### config.mk
export PLATFORM = sky130hd
export DESIGN_NAME = iap_port
export DESIGN_NICKNAME = d
export VERILOG_FILES = /design/src/design/iap_pkg.sv /design/src/design/iap_fifo.sv /design/src/design/iap_port.sv
export SDC_FILE = /design/constraint.sdc
export NUM_CORES = 1
export LEC_CHECK = 0
export BUFFER_PORTS_ARGS = -buffer_cell sky130_fd_sc_hd__clkbuf_2
export CORE_AREA = 2 2 266 268
export DETAILED_ROUTE_END_ITERATION = 7
export DIE_AREA = 0 0 268 270
export PLACE_DENSITY_LB_ADDON = 0.05
export SLEW_MARGIN = 30
export SYNTH_ARGS = -nofsm -noshare
export SYNTH_HDL_FRONTEND = slang
export SYNTH_HIERARCHICAL = 1
export SYNTH_SLANG_ARGS = --single-unit
### constraint.sdc
create_clock -name clk -period 4.6 [get_ports clk]
set_input_delay 0.92 -clock clk [delete_from_list [all_inputs] [get_ports clk]]
set_output_delay 0.92 -clock clk [all_outputs]
set_load 0.02 [all_outputs]
### src/design/iap_pkg.sv
/*
 * Shared constants for the slave-address and data/command port block:
 * register offsets, field positions, reset values, build options, FIFO sizing.
 * Assumes a byte-addressed register port and a byte-level bus engine.
 */
package iap_pkg;

    localparam logic [7:0] OFS_SLAVE_ADDR = 8'h08;
    localparam logic [7:0] OFS_DATA_CMD = 8'h10;
    localparam logic [7:0] OFS_DATA_CMD_HI = 8'h11;

    localparam int SAR_W = 10;
    localparam int SAR7_W = 7;
    localparam logic [SAR_W-1:0] SAR_RESET = 10'h055;

    localparam int DAT_W = 8;
    localparam int POS_CMD = 8;
    localparam int POS_STOP = 9;
    localparam int POS_RESTART = 10;
    localparam int POS_FIRST = 11;

    localparam bit EMPTY_FIFO_HOLD_OPTION = 1'b1;
    localparam bit FIRST_BYTE_STATUS_OPTION = 1'b1;

    localparam int FIFO_DEPTH = 16;
    localparam int TX_W = 11;
    localparam int RX_W = 9;

    typedef enum logic [1:0] {
        COND_NONE,
        COND_START,
        COND_RESTART,
        COND_STOP_START
    } iap_cond_e;

endpackage

### src/design/iap_fifo.sv
/*
 * Synchronous FIFO with valid/ready on both sides and registered flags.
 * Assumes DEPTH is a power of two and both sides share clk.
 */
`timescale 1ns/1ps
module iap_fifo #(
    parameter int WIDTH = 8,
    parameter int DEPTH = 16
) (
    input wire logic clk,
    input wire logic arst_n,
    input wire logic in_valid,
    output logic in_ready,
    input wire logic [WIDTH-1:0] in_data,
    output logic out_valid,
    input wire logic out_ready,
    output logic [WIDTH-1:0] out_data
);
    localparam int AW = $clog2(DEPTH);

    logic [WIDTH-1:0] mem [DEPTH];
    logic [AW-1:0] wr_ptr_ff;
    logic [AW-1:0] rd_ptr_ff;
    logic [AW:0] count_ff;
    logic [AW:0] nxt_count;
    logic in_ready_ff;
    logic out_valid_ff;
    logic push;
    logic pop;

    assign push = in_valid && in_ready_ff;
    assign pop = out_valid_ff && out_ready;
    assign in_ready = in_ready_ff;
    assign out_valid = out_valid_ff;
    assign out_data = mem[rd_ptr_ff];

    always_comb begin
        nxt_count = count_ff;
        if (push && !pop) begin
            nxt_count = count_ff + (AW+1)'(1);
        end else if (pop && !push) begin
            nxt_count = count_ff - (AW+1)'(1);
        end
    end

    // storage has no reset, saving area
    always_ff @(posedge clk) begin
        if (push) begin
            mem[wr_ptr_ff] <= in_data;
        end
    end

    always_ff @(posedge clk or negedge arst_n) begin
        if (!arst_n) begin
            wr_ptr_ff <= '0;
            rd_ptr_ff <= '0;
            count_ff <= '0;
            in_ready_ff <= 1'b0;
            out_valid_ff <= 1'b0;
        end else begin
            if (push) begin
                wr_ptr_ff <= wr_ptr_ff + AW'(1);
            end
            if (pop) begin
                rd_ptr_ff <= rd_ptr_ff + AW'(1);
            end
            count_ff <= nxt_count;
            in_ready_ff <= nxt_count != (AW+1)'(DEPTH);
            out_valid_ff <= nxt_count != '0;
        end
    end

endmodule

### src/design/iap_port.sv
/*
 * Slave own-address register and data/command port of an I2C controller.
 * Host side: byte-addressed register port, reads answered one cycle later.
 * Bus side: a byte-level engine on the same clock takes commands and
 * returns received bytes and address phases; no synchronisers needed.
 */
`timescale 1ns/1ps
module iap_port
    import iap_pkg::*;
(
    input wire logic clk,
    input wire logic arst_n,
    input wire logic [7:0] reg_addr,
    input wire logic reg_wr,
    input wire logic reg_rd,
    input wire logic [31:0] reg_wdata,
    output logic [31:0] reg_rdata,
    input wire logic interface_enable,
    input wire logic master_mode,
    input wire logic repeated_start_enable,
    input wire logic slave_ten_bit_select,
    output logic tx_fifo_ready,
    output logic rx_fifo_valid,
    output logic cmd_valid,
    input wire logic cmd_ready,
    output iap_cond_e cmd_cond,
    output logic cmd_read,
    output logic cmd_stop,
    output logic [7:0] cmd_data,
    output logic hold_scl,
    output logic rx_ack,
    input wire logic rx_valid,
    output logic rx_ready,
    input wire logic [7:0] rx_data,
    input wire logic addr_valid,
    input wire logic addr_ten,
    input wire logic [9:0] addr_bits,
    output logic addr_match
);
    logic [SAR_W-1:0] sar_ff;
    logic [31:0] rdata_ff;
    logic [7:0] last_hi_ff;
    logic cmd_valid_ff;
    iap_cond_e cmd_cond_ff;
    logic cmd_read_ff;
    logic cmd_stop_ff;
    logic [DAT_W-1:0] cmd_data_ff;
    logic active_ff;
    logic dir_prev_ff;
    logic hold_scl_ff;
    logic rx_ack_ff;
    logic first_pending_ff;
    logic addr_match_ff;
    logic tx_out_valid;
    logic tx_out_ready;
    logic [TX_W-1:0] tx_in_data;
    logic [TX_W-1:0] tx_out_data;
    logic rx_out_valid;
    logic rx_out_ready;
    logic [RX_W-1:0] rx_in_data;
    logic [RX_W-1:0] rx_out_data;
    logic wr_sar;
    logic wr_data;
    logic take;
    logic head_read;
    logic head_stop;
    logic head_restart;
    logic first_bit;
    iap_cond_e nxt_cond;

    assign wr_sar = reg_wr && (reg_addr == OFS_SLAVE_ADDR);
    assign wr_data = reg_wr && (reg_addr == OFS_DATA_CMD);
    assign rx_out_ready = reg_rd && (reg_addr == OFS_DATA_CMD);
    assign head_read = tx_out_data[POS_CMD];
    assign head_stop = tx_out_data[POS_STOP];
    assign head_restart = tx_out_data[POS_RESTART];
    assign tx_out_ready = !cmd_valid_ff || cmd_ready;
    assign take = tx_out_valid && tx_out_ready;
    assign rx_in_data = {first_pending_ff, rx_data};
    assign first_bit = rx_out_data[DAT_W] & FIRST_BYTE_STATUS_OPTION;

    assign reg_rdata = rdata_ff;
    assign cmd_valid = cmd_valid_ff;
    assign cmd_cond = cmd_cond_ff;
    assign cmd_read = cmd_read_ff;
    assign cmd_stop = cmd_stop_ff;
    assign cmd_data = cmd_data_ff;
    assign hold_scl = hold_scl_ff;
    assign rx_ack = rx_ack_ff;
    assign addr_match = addr_match_ff;

    always_ff @(posedge clk or negedge arst_n) begin
        if (!arst_n) begin
            sar_ff <= SAR_RESET;
        end else if (wr_sar && !interface_enable) begin
            sar_ff <= reg_wdata[SAR_W-1:0];
        end
    end

    // reserved addresses are not filtered, software must avoid them
    always_ff @(posedge clk or negedge arst_n) begin
        if (!arst_n) begin
            addr_match_ff <= 1'b0;
        end else if (addr_valid) begin
            if (slave_ten_bit_select) begin
                addr_match_ff <= addr_ten && (addr_bits == sar_ff);
            end else begin
                addr_match_ff <= !addr_ten && (addr_bits[SAR7_W-1:0] == sar_ff[SAR7_W-1:0]);
            end
        end
    end

    always_comb begin
        tx_in_data = reg_wdata[TX_W-1:0];
        if (!EMPTY_FIFO_HOLD_OPTION) begin
            tx_in_data[POS_RESTART:POS_STOP] = 2'h0;
        end
        if (reg_wdata[POS_CMD]) begin
            tx_in_data[DAT_W-1:0] = '0;
        end
    end

    iap_fifo #(.WIDTH(TX_W), .DEPTH(FIFO_DEPTH)) u_tx_fifo (
        .clk(clk),
        .arst_n(arst_n),
        .in_valid(wr_data),
        .in_ready(tx_fifo_ready),
        .in_data(tx_in_data),
        .out_valid(tx_out_valid),
        .out_ready(tx_out_ready),
        .out_data(tx_out_data)
    );

    iap_fifo #(.WIDTH(RX_W), .DEPTH(FIFO_DEPTH)) u_rx_fifo (
        .clk(clk),
        .arst_n(arst_n),
        .in_valid(rx_valid),
        .in_ready(rx_ready),
        .in_data(rx_in_data),
        .out_valid(rx_fifo_valid),
        .out_ready(rx_out_ready),
        .out_data(rx_out_data)
    );
    assign rx_out_valid = rx_fifo_valid;

    // restart request lives in the queued entry, so it never outlives its command
    always_comb begin
        if (!master_mode) begin
            nxt_cond = COND_NONE;
        end else if (!active_ff) begin
            nxt_cond = COND_START;
        end else if (head_restart || (head_read != dir_prev_ff)) begin
            nxt_cond = repeated_start_enable ? COND_RESTART : COND_STOP_START;
        end else begin
            nxt_cond = COND_NONE;
        end
    end

    always_ff @(posedge clk or negedge arst_n) begin
        if (!arst_n) begin
            cmd_valid_ff <= 1'b0;
            cmd_cond_ff <= COND_NONE;
            cmd_read_ff <= 1'b0;
            cmd_stop_ff <= 1'b0;
            cmd_data_ff <= '0;
        end else if (tx_out_ready) begin
            cmd_valid_ff <= tx_out_valid;
            if (tx_out_valid) begin
                cmd_cond_ff <= nxt_cond;
                cmd_read_ff <= master_mode && head_read;
                cmd_stop_ff <= head_stop;
                cmd_data_ff <= tx_out_data[DAT_W-1:0];
            end
        end
    end

    always_ff @(posedge clk or negedge arst_n) begin
        if (!arst_n) begin
            active_ff <= 1'b0;
            dir_prev_ff <= 1'b0;
        end else begin
            if (!interface_enable || !master_mode) begin
                active_ff <= 1'b0;
            end else if (take) begin
                active_ff <= !head_stop;
            end
            if (take) begin
                dir_prev_ff <= head_read;
            end
        end
    end

    // master stalls the bus rather than inventing a stop
    always_ff @(posedge clk or negedge arst_n) begin
        if (!arst_n) begin
            hold_scl_ff <= 1'b0;
        end else begin
            hold_scl_ff <= EMPTY_FIFO_HOLD_OPTION && master_mode && active_ff && !tx_out_valid && !cmd_valid_ff;
        end
    end

    always_ff @(posedge clk or negedge arst_n) begin
        if (!arst_n) begin
            rx_ack_ff <= 1'b0;
        end else begin
            rx_ack_ff <= master_mode ? (cmd_valid_ff && cmd_read_ff) : rx_ready;
        end
    end

    // a new address phase wins over the clear from a byte pushed in the same cycle
    always_ff @(posedge clk or negedge arst_n) begin
        if (!arst_n) begin
            first_pending_ff <= 1'b0;
        end else if (addr_valid || (take && nxt_cond != COND_NONE)) begin
            first_pending_ff <= 1'b1;
        end else if (rx_valid && rx_ready) begin
            first_pending_ff <= 1'b0;
        end
    end

    always_ff @(posedge clk or negedge arst_n) begin
        if (!arst_n) begin
            rdata_ff <= '0;
            last_hi_ff <= '0;
        end else begin
            if (reg_rd && reg_addr == OFS_SLAVE_ADDR) begin
                rdata_ff <= {22'h0, sar_ff};
            end else if (rx_out_ready) begin
                rdata_ff <= rx_out_valid ? {20'h0, first_bit, 3'h0, rx_out_data[DAT_W-1:0]} : '0;
            end else if (reg_rd && reg_addr == OFS_DATA_CMD_HI) begin
                rdata_ff <= {24'h0, last_hi_ff};
            end else begin
                rdata_ff <= '0;
            end
            if (rx_out_ready && rx_out_valid) begin
                last_hi_ff <= {4'h0, first_bit, 3'h0};
            end
        end
    end
endmodule

==> results_dict.tcl <==
set metrics [dict create \
    place_congestion 0.701 \
    ys_ff_latch 391 \
    wirelength_um 44400 \
    slew_headroom_pct 36.1 \
    worstPathArrival_ns 3.28 \
    cts_resized 0 \
    synth_top_area_share_pct 60.6 \
    yosysWarnings 6 \
    syn_to_final_growth_pct 18.7 \
    core_region_area_um2 69500 \
    synth-edff-count 320 \
    finalSetupViolCount 0 \
    die_width_um 268 \
    start_util_pct 22.8 \
    cts_tree "done" \
    grt_usage_pct 12.4 \
    clk_latency_ns 0.57 \
    drcViolationCount 0 \
    via_per_inst 4.06 \
    drtIter0Drc 486 \
    layout.nets 1073 \
    post-route-period-util_pct 66.9 \
    cts_made_buffers 48 \
    vias 7965 \
    p_int_mw 7.01 \
    ys_dominant_reg_cell "edfxtp_1" \
    root_buffer "clkbuf_16" \
    cap_viol_max_count 0 \
    holdWs_ns 0.387 \
    synth_area_um2 15900 \
    cp-end-kind "flop" \
    total_power_mw 9.87 \
    clock_path_buffers 3 \
    startpoint_type "input pin" \
    peakVddDrop_mv 0.220 \
    path_max_fanout 11 \
    holdBufCountCts 0 \
    dr.pass1.iters 4 \
    grt_start_max_net_pins 49 \
    grt_pass1_wl_um 64300 \
    rsz0062_at_grt "false" \
    cts.sinks 391 \
    yosysSeqAreaShare_pct 71.8 \
    syn_inst 865 \
    drive_gt1_share_pct 25.7 \
    yosys.area.top_type "edfxtp_1" \
    ant_nets 0 \
    synth_common_cells "edfxtp_1, nand2_1, dfrtp_1" \
    preCtsSetupSlack_ns 0.839 \
    synth.area.top_cells "edfxtp_1, dfrtp_1, mux4_2" \
    dp.final_hpwl_um 28800 \
    max_freq_mhz 325 \
    diodes 0 \
    cp.required_ns 4.80 \
    grt_antenna_before_repair 0 \
    outcome "finished clean" \
    slew_viol_final 0 \
    die-area_um2 72400 \
    finalSetupTns_ns 0 \
    async_reset_ff_share_pct 18.2 \
    p_leak_nw 6.55 \
    grt_pass1_vias 8668 \
    power_density_nw_per_um2 524 \
    power.share.sequential_pct 44.0 \
    p_sw_share_pct 29.0 \
    io_buffers 78 \
    setup_slack_ns 1.52 \
    cts_setup_buffers 0 \
    htreeDepth 2 \
    clkPwrFrac_pct 35.8 \
    layout_min_cycle_time_ns 3.08 \
    grt_overflow 0 \
    worst-slew-pin-transition_ns 0.957 \
    r2r_cells 7 \
    synth_cell_types 55 \
    wl_per_cell_um 22.6 \
    clk_pin_slew_ns 0.06 \
    crit_type "in2reg" \
    hold_class "in2async" \
    hold_viol 0 \
    yosysMostFrequentCell "edfxtp_1" \
    p_comb_share_pct 20.2 \
    final.setup_skew_ns 0.0133 \
    pin_count 121 \
    p_sw_mw 2.86 \
    die_h_um 270 \
    row_count 97 \
    synth.avg_cell_area_um2 18.3 \
]
## power groups by stage
stage	registers [mW]	logic, mW	clock network [mW]
6_report	4.35	1.99	3.53
5_1_grt	4.39	2.21	3.81
4_1_cts	4.36	2.11	3.68
3_5_place_dp	4.42	2.10	0
3_3_place_gp	4.43	2.09	0
2_1_floorplan	4.40	1.35	0
## layout by cell type, fill, tap and decap left out, drive strengths merged, types with 11 or more instances in the layout
cell type  count
xnor2         26
a22oi         43
nor2b         14
nand3         12
and2          34
conb          21
dfrtp         67
nor2          11
inv           17
buf           31
edfxtp       320
nand2         73
mux2          13
mux4          80
and3          16
ha            14
clkbuf       149
## cell type report
class	count	area, µm²
clock buffer	72	1360
clock inverter	12	82.6
fill	6989	50700
inverter	17	63.8
multi-input combinational	423	4100
sequential	391	11400
tap	940	1180
timing repair buffer	108	643
## per-layer routing
layer  track usage [%]  wire, µm  vias up
met5                 0         0        -
met4              3.18       798        0
met3              2.03      1470       53
met2              21.3     22100      132
met1              16.3     20000     4160
li1                  -         -     3620
## metrics by stage
step | utilization (%) | cells | cell area, µm²
finish | 27.1 | 1963 | 18800
global route | 27.1 | 1963 | 18800
CTS | 27.1 | 1963 | 18800
detailed placement | 25.0 | 1879 | 17400
global placement | 25.0 | 1879 | 17400
floorplan | - | 885 | 15900
## sequential cells by signal, indices dropped and copies added (netlist names), 4 cells and up
name / count
cmd_data: 8
reg_rdata: 11
sar_ff: 10
u_rx_fifo/count_ff: 5
u_rx_fifo/mem: 144
u_rx_fifo/rd_ptr_ff: 4
u_rx_fifo/wr_ptr_ff: 4
u_tx_fifo/count_ff: 5
u_tx_fifo/mem: 176
u_tx_fifo/rd_ptr_ff: 4
u_tx_fifo/wr_ptr_ff: 4
## worst max-delay path, cell delays in order
cell and delay, ns:
clkbuf_2 0.09, or4b_1 0.61, nor3_1 0.21, buf_4 0.19, nand2_1 0.20, nor3b_1 0.39, and2_1 0.67
## path summary, 6_finish.rpt
kind	startpoint	end	slack [ns]
max	reg_addr[5]	u_tx_fifo/mem[9][2]	1.52
min	arst_n	cmd_data[2]	0.39
max reg2reg	u_tx_fifo/rd_ptr_ff[0]	first_pending_ff	1.72
min reg2reg	cmd_data[4]	cmd_data[4]	0.47
max in group asynchronous	arst_n	sar_ff[4]	3.31
min in group clk	cmd_data[4]	cmd_data[4]	0.47
## cell families (layout without fill, tap and decap cells)
| kind of cell | Yosys count | count (layout) | synth area share (%) |
|---|---|---|---|
| buffers and inverters | 71 | 209 | 2.83 |
| adder cells (fa/ha/maj) | 14 | 14 | 1.10 |
| AO/OA/AOI/OAI | 76 | 76 | 3.55 |
| other | 1 | 21 | 0.0236 |
| multiplexers | 93 | 93 | 12.7 |
| XOR/XNOR | 31 | 31 | 1.71 |
| flip-flops | 391 | 391 | 71.8 |
| AND/OR/NAND/NOR | 188 | 188 | 6.22 |
(Power assumes the default switching activity.)
